==> src/core/gpcde_consts.svh <==
// Overview of operation
// - usb-shared inputs readable only when usb off
// - unimplemented third-port bits read as zero
// - fourth port: eight independently directed pins
// - direction one: driver off, pin input
// - direction zero: pin driven from latch
// - latch register reads back latched value
// - fourth port inputs after reset
// - small package omits fourth port entirely
// - fifth port four bits, three bidirectional
// - analog-selected fifth pins read zero
// - direction still drives analog-selected pins
// - lower fifth pins analog after reset
// - config clear: shared pin plain input
// - config set: shared pin is master clear
// - shared pin always programming voltage sense
`ifndef GPCDE_CONSTS_SVH
`define GPCDE_CONSTS_SVH

`define GPCDE_OFS_C_PINS 8'h00
`define GPCDE_OFS_C_LAT 8'h04
`define GPCDE_OFS_C_DIR 8'h08
`define GPCDE_OFS_USB_CTL 8'h0C
`define GPCDE_OFS_D_PINS 8'h10
`define GPCDE_OFS_D_LAT 8'h14
`define GPCDE_OFS_D_DIR 8'h18
`define GPCDE_OFS_E_PINS 8'h1C
`define GPCDE_OFS_E_LAT 8'h20
`define GPCDE_OFS_E_DIR 8'h24
`define GPCDE_OFS_ANA_CFG 8'h28
`define GPCDE_OFS_STATUS 8'h2C

`define GPCDE_C_IMPL_MASK 8'hC7
`define GPCDE_C_USB_MASK 8'h30
`define GPCDE_E_IMPL_MASK 8'h07
`define GPCDE_E_SHARED_BIT 3
`define GPCDE_USB_CTL_MASK 8'h7E
`define GPCDE_USB_EN_BIT 3
`define GPCDE_ANA_CFG_MASK 8'h07

`define GPCDE_DIR_RST 8'hFF
`define GPCDE_LAT_RST 8'h00
`define GPCDE_USB_CTL_RST 8'h00
`define GPCDE_ANA_CFG_RST 8'h07

`endif

==> src/core/gpcde_pkg.sv <==
`default_nettype none
package gpcde_pkg;

	typedef struct packed {
		logic [7:0] out;
		logic [7:0] oe;
	} gpcde_drive_t;

	typedef struct packed {
		logic [7:0] c_lat;
		logic [7:0] c_dir;
		logic [7:0] d_lat;
		logic [7:0] d_dir;
		logic [7:0] e_lat;
		logic [7:0] e_dir;
		logic [7:0] usb_ctl;
		logic [7:0] ana_cfg;
		logic [7:0] c_pins;
		logic [7:0] d_pins;
		logic [7:0] e_pins;
		logic small_pkg;
		logic master_clear_input_cfg;
		logic [31:0] rdata;
		logic slverr;
	} gpcde_state_t;

endpackage : gpcde_pkg
`default_nettype wire

==> src/core/gpcde_top.sv <==
// The register offsets and the APB slave port were left to the implementer.
`include "gpcde_consts.svh"
`default_nettype none
module gpcde_top (
	input wire logic mclk_i, // system clock
	input wire logic sys_rst_i, // sync reset, high
	input wire logic small_package_i, // 28-pin strap, caught in reset
	input wire logic master_clear_config_i, // master clear config, caught in reset
	input wire logic psel_i, // apb select
	input wire logic penable_i, // apb enable
	input wire logic pwrite_i, // apb write
	input wire logic [7:0] paddr_i, // apb byte address
	input wire logic [31:0] pwdata_i, // apb write data
	output logic [31:0] prdata_o, // apb read data
	output logic pready_o, // apb ready
	output logic pslverr_o, // apb error
	input wire logic [7:0] third_port_in_i, // third port pin levels
	output gpcde_pkg::gpcde_drive_t third_port_o, // third port drive
	input wire logic [7:0] fourth_port_in_i, // fourth port pin levels
	output gpcde_pkg::gpcde_drive_t fourth_port_o, // fourth port drive
	input wire logic [3:0] fifth_port_in_i, // fifth port pin levels
	output gpcde_pkg::gpcde_drive_t fifth_port_o, // fifth port drive
	output logic master_clear_input_n_o, // master clear, low active
	output logic prog_voltage_sense_o // programming voltage sense
);

	gpcde_pkg::gpcde_state_t s_q;
	gpcde_pkg::gpcde_state_t s_d;

	function automatic gpcde_pkg::gpcde_drive_t drive(input logic [7:0] lat,
			input logic [7:0] dir, input logic [7:0] mask);
		gpcde_pkg::gpcde_drive_t r;
		r.out = lat & mask;
		r.oe = ~dir & mask;
		return r;
	endfunction : drive

	function automatic logic [7:0] merge(input logic [7:0] old, input logic [7:0] wr,
			input logic [7:0] mask);
		return (old & ~mask) | (wr & mask);
	endfunction : merge

	logic usb_on;
	logic [7:0] c_rd_mask;
	logic [7:0] d_mask;
	logic [7:0] e_mask;
	logic [7:0] e_pins_view;
	logic [7:0] rd;
	logic hit;
	logic wr_acc;
	logic [7:0] wv;

	assign usb_on = s_q.usb_ctl[`GPCDE_USB_EN_BIT];
	assign d_mask = s_q.small_pkg ? 8'h00 : 8'hFF;
	assign e_mask = s_q.small_pkg ? 8'h00 : `GPCDE_E_IMPL_MASK;
	// usb-shared pins join the readable set only with the engine off
	assign c_rd_mask = `GPCDE_C_IMPL_MASK | (usb_on ? 8'h00 : `GPCDE_C_USB_MASK);

	always_comb
	begin
		e_pins_view = s_q.e_pins & e_mask & ~s_q.ana_cfg;
		e_pins_view[`GPCDE_E_SHARED_BIT] = ~s_q.master_clear_input_cfg
			& s_q.e_pins[`GPCDE_E_SHARED_BIT];
	end

	assign wr_acc = psel_i & penable_i & pwrite_i;
	assign wv = pwdata_i[7:0];

	always_comb
	begin
		hit = 1'b1;
		rd = 8'h00;
		unique case (paddr_i)
			`GPCDE_OFS_C_PINS: rd = s_q.c_pins & c_rd_mask;
			`GPCDE_OFS_C_LAT: rd = s_q.c_lat;
			`GPCDE_OFS_C_DIR: rd = s_q.c_dir;
			`GPCDE_OFS_USB_CTL: rd = s_q.usb_ctl;
			`GPCDE_OFS_D_PINS: rd = s_q.d_pins & d_mask;
			`GPCDE_OFS_D_LAT: rd = s_q.d_lat;
			`GPCDE_OFS_D_DIR: rd = s_q.d_dir;
			`GPCDE_OFS_E_PINS: rd = e_pins_view;
			`GPCDE_OFS_E_LAT: rd = s_q.e_lat;
			`GPCDE_OFS_E_DIR: rd = s_q.e_dir;
			`GPCDE_OFS_ANA_CFG: rd = s_q.ana_cfg;
			`GPCDE_OFS_STATUS: rd = {6'h00, s_q.master_clear_input_cfg, s_q.small_pkg};
			default: hit = 1'b0;
		endcase
	end

	always_comb
	begin
		s_d = s_q;
		// pins sampled once; read path sees the registered copy
		s_d.c_pins = third_port_in_i;
		s_d.d_pins = fourth_port_in_i;
		s_d.e_pins = {4'h0, fifth_port_in_i};
		if (psel_i && !penable_i)
		begin
			s_d.rdata = {24'h000000, rd};
			s_d.slverr = ~hit;
		end
		if (wr_acc)
		begin
			unique case (paddr_i)
				// a port write lands in the latch
				`GPCDE_OFS_C_PINS,
				`GPCDE_OFS_C_LAT: s_d.c_lat = merge(s_q.c_lat, wv, `GPCDE_C_IMPL_MASK);
				`GPCDE_OFS_C_DIR: s_d.c_dir = merge(s_q.c_dir, wv, `GPCDE_C_IMPL_MASK);
				`GPCDE_OFS_USB_CTL: s_d.usb_ctl = wv & `GPCDE_USB_CTL_MASK;
				`GPCDE_OFS_D_PINS,
				`GPCDE_OFS_D_LAT: s_d.d_lat = merge(s_q.d_lat, wv, d_mask);
				`GPCDE_OFS_D_DIR: s_d.d_dir = merge(s_q.d_dir, wv, d_mask);
				`GPCDE_OFS_E_PINS,
				`GPCDE_OFS_E_LAT: s_d.e_lat = merge(s_q.e_lat, wv, e_mask);
				`GPCDE_OFS_E_DIR: s_d.e_dir = merge(s_q.e_dir, wv, e_mask);
				`GPCDE_OFS_ANA_CFG: s_d.ana_cfg = wv & `GPCDE_ANA_CFG_MASK;
				default: s_d.slverr = 1'b1;
			endcase
		end
		if (sys_rst_i)
		begin
			s_d.c_lat = `GPCDE_LAT_RST;
			s_d.c_dir = `GPCDE_DIR_RST & `GPCDE_C_IMPL_MASK;
			s_d.d_lat = `GPCDE_LAT_RST;
			s_d.d_dir = `GPCDE_DIR_RST & (small_package_i ? 8'h00 : 8'hFF);
			s_d.e_lat = `GPCDE_LAT_RST;
			s_d.e_dir = `GPCDE_DIR_RST & (small_package_i ? 8'h00 : `GPCDE_E_IMPL_MASK);
			s_d.usb_ctl = `GPCDE_USB_CTL_RST;
			s_d.ana_cfg = `GPCDE_ANA_CFG_RST;
			s_d.c_pins = 8'h00;
			s_d.d_pins = 8'h00;
			s_d.e_pins = 8'h00;
			s_d.small_pkg = small_package_i;
			s_d.master_clear_input_cfg = master_clear_config_i;
			s_d.rdata = 32'h00000000;
			s_d.slverr = 1'b0;
		end
	end

	always_ff @(posedge mclk_i)
	begin
		s_q <= s_d;
	end

	assign prdata_o = s_q.rdata;
	assign pready_o = 1'b1;
	assign pslverr_o = psel_i & penable_i & s_q.slverr;

	// usb-shared bits have no direction bit and never drive
	assign third_port_o = drive(s_q.c_lat, s_q.c_dir, `GPCDE_C_IMPL_MASK);
	assign fourth_port_o = drive(s_q.d_lat, s_q.d_dir, d_mask);
	// direction ignores the analog selection on purpose
	assign fifth_port_o = drive(s_q.e_lat, s_q.e_dir, e_mask);

	assign master_clear_input_n_o = s_q.master_clear_input_cfg ? fifth_port_in_i[3] : 1'b1;
	assign prog_voltage_sense_o = fifth_port_in_i[3];

endmodule : gpcde_top
`default_nettype wire

==> config.mk <==
export PLATFORM = sky130hd
export DESIGN_NAME = gpcde_top
export DESIGN_NICKNAME = d
export VERILOG_FILES = /design/src/core/gpcde_pkg.sv /design/src/core/gpcde_top.sv
export VERILOG_INCLUDE_DIRS = /design/src /design/src/core
export SDC_FILE = /design/constraint.sdc
export NUM_CORES = 1
export LEC_CHECK = 0
export BUFFER_PORTS_ARGS = -buffer_cell sky130_fd_sc_hd__buf_2
export CORE_MARGIN = 1
export CORE_UTILIZATION = 42
export DETAILED_ROUTE_END_ITERATION = 7
export PLACE_DENSITY_LB_ADDON = 0.25
export REMOVE_ABC_BUFFERS = 1
export SLEW_MARGIN = 20
export SYNTH_ARGS = -nofsm -noshare
export SYNTH_HDL_FRONTEND = slang
export SYNTH_SLANG_ARGS = --single-unit
==> constraint.sdc <==
create_clock -name mclk_i -period 4.4 [get_ports mclk_i]
set_input_delay 0.44 -clock mclk_i [delete_from_list [all_inputs] [get_ports mclk_i]]
set_output_delay 0.44 -clock mclk_i [all_outputs]
set_load 0.01 [all_outputs]
After elaboration in Yosys (flattened, before gate mapping)
Index checks and enable logic that the tools add are counted.
Storage, ports and cells
  flip-flop bits (word level): 92
  bits of input ports: 67
  word-level logic and storage cells: 96
Cells by class
  equal/unequal tests: 11
  muxes and demuxes: 18
  bitwise gates (word level): 32
  reduce and logical (&&, ||, !) cells: 19
Operators by type and width (count)
  99-bit 2-to-1 mux: 1
  8-bit case mux with 12 select lines: 1
  8-bit bitwise AND: 10
  40-bit 2-to-1 mux: 1
  8-bit 2-to-1 mux: 5
  8-bit by 3-bit bitwise AND with 8-bit output: 4
  8-bit by 5-bit == test with 1-bit output, second input constant: 4
  8-bit by 6-bit == test with 1-bit output, second input constant: 4
  8-bit inverter: 4
  8-bit bitwise OR: 4
  8-bit by 4-bit == test with 1-bit output, second input constant: 2
  3-bit inverter with 8-bit output: 2
  6-bit by 8-bit bitwise OR with 8-bit output: 2
  2-bit AND reduction: 8
  12-bit OR reduction: 1
  11-bit OR reduction: 1
  3-bit 2-to-1 mux: 3
  9-bit 2-to-1 mux: 1
  8-bit by 3-bit == test with 1-bit output, second input constant: 1
  8-bit zero test: 1
  7-bit 2-to-1 mux: 1
  6-bit 2-to-1 mux: 1
  2-bit nonzero test: 3
  2-bit OR reduction: 3
  5 further kinds: 12

Logic depth before layout (Yosys ltp)
Gate-level depths: netlist (run 1).
  depth after elaboration: 8
  mapped depth: 7
  depth with buffers taken out: 5

Worst setup path before layout (run 1)
OpenSTA, ideal clock, no wires.
  kind: input to register
  start point: input port paddr_i[4]
  end point: register s_q[75] (netlist bit), enable pin
  library setup time: 0.329 ns
  arrival: 1.572 ns
  required time: 4.071 ns
  path slack: 2.499 ns
  stages on the path: 4
  path buffers: 1
  path through: buf_2 > nor4b_4 > and2_1 > a41o_1
On the way
  cells in the longest elaborated chain, start to end: 3
Ends and longest elaborated chain
  start: declaration: RTL line gpcde_top.sv:12  | input wire logic [7:0] paddr_i,
  8-bit by 6-bit == test with 1-bit output: RTL line gpcde_top.sv:104  | unique case (paddr_i)
  2-bit nonzero test (no line)
  2-bit AND reduction (no line)
  end signal: assignment: RTL line gpcde_top.sv:142  | s_q <= s_d;
  end: declaration: RTL line gpcde_top.sv:27  | gpcde_pkg::gpcde_state_t s_q;
No other way between the ends.
A chain may end at the register's enable or synchronous reset.

Final worst setup path (run 1)
  start point: input port paddr_i[3]
  end point: register s_q[73] (netlist bit)
On the way
  cells in the longest elaborated chain, start to end: 2
Ends and longest elaborated chain (RTL line)
  8-bit by 4-bit == test with 1-bit output: gpcde_top.sv:104
  2-bit AND reduction (no line)
No other way between the ends.

==> results of run 1 <==
-- final cells by class --
| cell class | instances | area [µm²] |
|---|---|---|
| Clock buffer | 13 | 180.2 |
| Clock inverter | 3 | 17.52 |
| Fill cell | 930 | 4788 |
| Inverter | 9 | 33.78 |
| Multi-Input combinational cell | 323 | 1987 |
| Sequential cell | 76 | 1702 |
| Tap cell | 129 | 161.4 |
| Timing Repair Buffer | 89 | 457.9 |
-- critical path: stages --
cell and delay, ns:
buf_2 0.26, nor4bb_2 0.99, nand3b_1 0.60, mux2i_1 0.30
nor2_1 0.06
-- sequential cells by signal (all words and copies together) (netlist names) --
name	count
s_q	63
prdata_o	8
third_port_o	5
-- cell usage in the layout, fill, tap and decap left out, drive strengths merged, types with 3 or more instances in the layout --
master	n
or2	3
nand3	19
inv	9
o21ai	19
and3	3
nor4b	3
a22oi	6
mux2i	31
nand3b	13
a21oi	19
and2	8
nand2	30
nor3	7
conb	41
edfxtp	18
a221oi	5
nor2b	38
buf	89
a32oi	6
clkbuf	13
a32o	3
nand2b	5
dfxtp	58
nor2	39
-- worst max-delay path by stage --
stage / from / depth (start not counted) / to / slack, ns
2_1_floorplan: paddr_i[3] / 5 / s_q[83] / 2.12
3_3_place_gp: paddr_i[3] / 5 / s_q[69] / 1.75
3_5_place_dp: paddr_i[3] / 5 / s_q[73] / 1.66
4_1_cts: paddr_i[3] / 5 / s_q[73] / 2.03
5_1_grt: paddr_i[3] / 6 / s_q[85] / 1.89
6_report: paddr_i[3] / 5 / s_q[73] / 1.97
-- logic make-up (layout without fill, tap and decap cells) --
group / count (synthesis) / in the layout / synth area share [%]
multiplexers: 32 / 32 / 7.852
flip-flops: 76 / 76 / 41.55
buffers and inverters: 88 / 114 / 13.66
AND/OR/NAND/NOR: 173 / 173 / 23.83
other: 2 / 41 / 0.1834
AO/OA/AOI/OAI: 77 / 77 / 12.92
-- layer usage --
layer	vias to the layer above	GRT usage [%]	wire (µm)
li1	1588	-	-
met2	160	35.62	5055
met3	20	4.854	819
met5	-	0	0
met4	0	7.804	201
met1	1587	28.48	4611
-- stage by stage --
stage / cell area, µm² / total power [mW] / utilization (%) / std cells / setup WS (ns)
floorplan: 3716 / 0.8386 / - / 408 / 2.115
global placement: 4342 / 0.9158 / 46.55 / 626 / 1.751
detailed placement: 4342 / 0.9185 / 46.55 / 626 / 1.659
CTS: 4539 / 1.440 / 48.67 / 642 / 2.033
global route: 4539 / 1.492 / 48.67 / 642 / 1.894
finish: 4539 / 1.436 / 48.67 / 642 / 1.970
-- power groups by stage --
| stage | Clock [mW] | Sequential [mW] | Combinational, mW |
|---|---|---|---|
| global route | 0.571 | 0.750 | 0.171 |
| detailed placement | 0 | 0.764 | 0.154 |
| finish | 0.532 | 0.748 | 0.156 |
| floorplan | 0 | 0.764 | 0.0743 |
| global placement | 0 | 0.764 | 0.152 |
| CTS | 0.537 | 0.748 | 0.155 |
==> flow_summary_export.csv, run 1 <==
group,metric,value,unit
run_status,outcome,"complete, no violations",
floorplan,initial_core_util,43.90,%
clocking,numClockSinks,76,
logic_synthesis,syn_inst,448,
sta,max_freq,411.5,MHz
sta,rsz0062_at_grt,"false",
logic_synthesis,synth_edf_count,18,
sta,max_slew_margin,27.08,%
detailed_routing,remaining_drc_errors,0,
floorplan,die_area,10150,µm²
power_and_ir_drop,p_sw,0.3794,mW
global_routing,grt_pass1_vias,3233,
detailed_routing,vias_per_cell,5.226,
global_routing,grt_max_degree,46,
logic_synthesis,avgSynthCellArea,9.141,µm²
global_routing,track_usage,21.86,%
place,dp_hpwl,7801,µm
global_routing,overflow,0,
clocking,clock_latency,0.36,ns
logic_synthesis,yosysSeqAreaShare,41.55,%
clocking,cts_made_buffers,9,
place,port_buffers,84,
layout,drive_gt1_share,23.20,%
floorplan,fp.dieH,100.7,µm
power_and_ir_drop,p_int,1.056,mW
layout,syn2layout_area_growth,10.85,%
sta,fin_skew,0.008193,ns
setup_path,r2r-end,"prdata_o[7]",
flow_run,drv_cap,0,
clocking,clk_pin_slew,0.08,ns
hold_path,worstHoldPathCells,1,
setup_path,reg2reg_slack,2.72,ns
logic_synthesis,synth-seq-cells,76,
floorplan,ios,151,
clocking,htreeDepth,3,
logic_synthesis,synth_area_leaders,"dfxtp_1 28%, edfxtp_1 13%, buf_4 10%",
logic_synthesis,synth.top_cells.by_count,"58 x dfxtp_1, 55 x buf_4, 38 x nor2_1, 38 x nor2b_1, 31 x mux2i_1",
power_and_ir_drop,ir_drop,0.1505,mV
hold_path,hp-start,"master_clear_config_i",
sta,slew_viol_final,0,
logic_synthesis,async_flop_share,0,%
detailed_routing,drt_iter0_drc,160,
detailed_routing,postRouteAntennaNets,0,
sta,setup_violations,0,
place,gp_congestion,0.8592,
power_and_ir_drop,power_frac_seq,52.1,%
sta,worst_slew_pin_slew,1.078,ns
setup_path,path_max_fanout,14,
floorplan,rows,35,
logic_synthesis,ys.warnings.count,0,
setup_path,endpoint_kind,"flop",
hold_path,hp-class,"in2reg",
global_routing,antenna_found_initial,0,
setup_path,worstSetupStartpointType,"input port",
logic_synthesis,yosysMostFrequentCell,"dfxtp_1",
layout,final_nets,575,
setup_path,crit_arrival,2.66,ns
clocking,ctsResizeCount,0,
floorplan,coreArea,9328,µm²
setup_path,critical_path_class,"in2reg",
detailed_routing,via_count,3355,
detailed_routing,dr.pass1.iters,5,
power_and_ir_drop,p_leak,1.972,nW
power_and_ir_drop,p_per_area,316.2,nW/µm²
sta,fin_crit_sh,55.23,%
detailed_routing,routed_wl,10690,µm
sta,period_needed,2.430,ns
setup_path,required,4.63,ns
clocking,postCtsSetupRepairBufs,0,
logic_synthesis,post-synth-top-area-fraction,28.35,%
logic_synthesis,yosysUniqueCellTypes,55,
setup_path,r2r_cells,6,
sta,hold_viol,0,
sta,fin_tns_setup,0,ns
clocking,cts_root_buf,"clkbuf_8",
clocking,holdBufCountCts,0,
logic_synthesis,yosys_most_used_dff,"dfxtp_1",
power_and_ir_drop,p_comb_share,10.8,%
clocking,clockBufferDepth,2,
global_routing,grt_pass1_wl,16620,µm
layout,diodes,0,
clocking,cts_tree,"yes",
logic_synthesis,netlist_area,4095,µm²
logic_synthesis,yosysTopAreaCell,"dfxtp_1",
hold_path,holdPathEnd,"s_q[33]",
setup_path,regToRegStartpoint,"s_q[34]",
floorplan,die_w,100.7,µm
power_and_ir_drop,netSwitchingFraction,26.43,%
power_and_ir_drop,clockPowerShare,37.1,%
sta,hold_ws,0.2635,ns
detailed_routing,wl_per_cell,16.65,µm
Power figures use the tool's default switching activity.
==> run 2, diff against run 1 <==
==> constraint.sdc (replaced) <==
create_clock -name mclk_i -period 2.2 [get_ports mclk_i]
set_input_delay 0.22 -clock mclk_i [delete_from_list [all_inputs] [get_ports mclk_i]]
set_output_delay 0.22 -clock mclk_i [all_outputs]
set_load 0.01 [all_outputs]
==> run 2 against run 1 <==
Final area up 2.4%; die area unchanged; flip-flop and latch count unchanged; first-iteration DRC count up 6.3%; power up 98%; via count up 1.4%; combinational power up 110%; sequential share of layout area down 0.89 points; utilization up 1.2 points; clock skew up 0.0029 ns; critical path type is now reg2out; register-to-register slack worse by 2.2 ns.
==> flow_summary_export.csv, run 2 (synthesized netlist as in run 1, its figures left out) <==
group,metric,value,unit
setup_path,crit_arrival,1.52,ns
sta,hold_ws,0.05636,ns
power_and_ir_drop,p_leak,2.051,nW
sta,max_slew_margin,58.94,%
setup_path,worstSetupStartpointType,"flop",
power_and_ir_drop,p_per_area,610.2,nW/µm²
sta,slew_viol_final,0,
power_and_ir_drop,ir_drop,0.2631,mV
setup_path,path_buf_inv,2,
clocking,ctsResizeCount,0,
global_routing,antenna_found_initial,0,
global_routing,grt_pass1_wl,16780,µm
clocking,htreeDepth,3,
setup_path,path_cells,"buf_4, nor2b_1, buf_2",
place,dp_hpwl,8353,µm
place,gp_congestion,0.8981,
flow_run,drv_cap,0,
detailed_routing,drt_iter0_drc,170,
layout,largest_register_ffs,63,
setup_path,slowest_delay,0.62,ns
place,port_buffers,84,
layout,drive_gt1_share,25.05,%
clocking,holdBufCountCts,0,
clocking,clk_pin_slew,0.08,ns
detailed_routing,wl_per_cell,16.55,µm
setup_path,crit_family,"flip-flops",
setup_path,slowest_stage,"edfxtp_1",
detailed_routing,postRouteAntennaNets,0,
floorplan,die_area,10150,µm²
sta,worst_slew_pin_slew,0.6113,ns
global_routing,track_usage,22.10,%
detailed_routing,remaining_drc_errors,0,
layout,final_common_cell,"buf_2",
sta,setup_violations,0,
global_routing,overflow,0,
detailed_routing,via_count,3402,
run_status,outcome,"complete, no violations",
setup_path,reg2reg_slack,0.53,ns
sta,rsz0062_at_grt,"false",
hold_path,hp-class,"in2reg",
clocking,cts_root_buf,"clkbuf_8",
detailed_routing,dr.pass1.iters,5,
layout,final_cell_mix,"84 x buf_2, 58 x dfxtp_1, 41 x conb_1, 38 x nor2b_1, 38 x nor2_1",
layout,diodes,0,
clocking,postCtsSetupRepairBufs,0,
sta,fin_crit_sh,79.27,%
sta,hold_viol,0,
floorplan,fp.dieH,100.7,µm
layout,final_nets,593,
floorplan,coreArea,9328,µm²
clocking,numClockSinks,76,
floorplan,ios,151,
layout,final_core_util,49.85,%
layout,regMostFlops,"s_q",
floorplan,rows,35,
setup_path,required,1.98,ns
floorplan,die_w,100.7,µm
sta,fin_skew,0.01114,ns
setup_path,critical_path_class,"reg2out",
sta,fin_tns_setup,0,ns
global_routing,grt_max_degree,25,
global_routing,grt_pass1_vias,3242,
detailed_routing,vias_per_cell,5.155,
layout,syn2layout_area_growth,13.53,%
sta,period_needed,1.744,ns
detailed_routing,routed_wl,10930,µm
setup_path,path_max_fanout,12,
clocking,clock_latency,0.35,ns
clocking,cts_made_buffers,9,
sta,setup_ws,0.4562,ns
place,pre_cts_slack,0.2956,ns
layout,seqCellArea,1702,µm²
setup_path,endpoint_kind,"output port",
clocking,cts_tree,"yes",
layout,multi_input_area,1981,µm²
floorplan,initial_core_util,43.90,%
sta,max_freq,573.5,MHz
clocking,clockBufferDepth,2,
layout,num-fill-cells,928,
run 2: cell type report:
class / count / area share [%]
Inverter: 9 / 0.7266
Clock inverter: 3 / 0.8611
Tap cell: 129 / 3.471
Sequential cell: 76 / 36.60
Clock buffer: 13 / 2.987
Timing Repair Buffer: 107 / 12.76
Multi-Input combinational cell: 323 / 42.60
run 2: where the power goes:
part | leakage [nW] | switching [mW] | internal, mW | total, mW
combinational | 1.30 | 0.208 | 0.119 | 0.326
clock | 0.0914 | 0.486 | 0.523 | 1.01
sequential | 0.656 | 0.0308 | 1.47 | 1.50
run 2: per-layer routing:
metal	vias to the layer above	global-route usage, %	share of wire [%]
li1	1632	-	-
met1	1593	27.93	43
met2	164	37.46	48
met3	13	4.924	7.1
met4	0	7.023	1.5
met5	-	0	0
run 2: final timing paths:
check	from	endpoint	cells after the start
max reg2reg	s_q[34]	prdata_o[7]	5
min	small_package_i	s_q[34]	1
min reg2reg	s_q[113]	s_q[113]	2
max	s_q[34]	fourth_port_o[10]	3
run 2: through the flow:
stage,std cells,power (mW),area (µm²)
2_1_floorplan,408,1.677,3716
3_5_place_dp,644,1.858,4471
4_1_cts,660,2.853,4649
3_3_place_gp,644,1.852,4471
6_report,660,2.837,4649
5_1_grt,660,2.954,4649
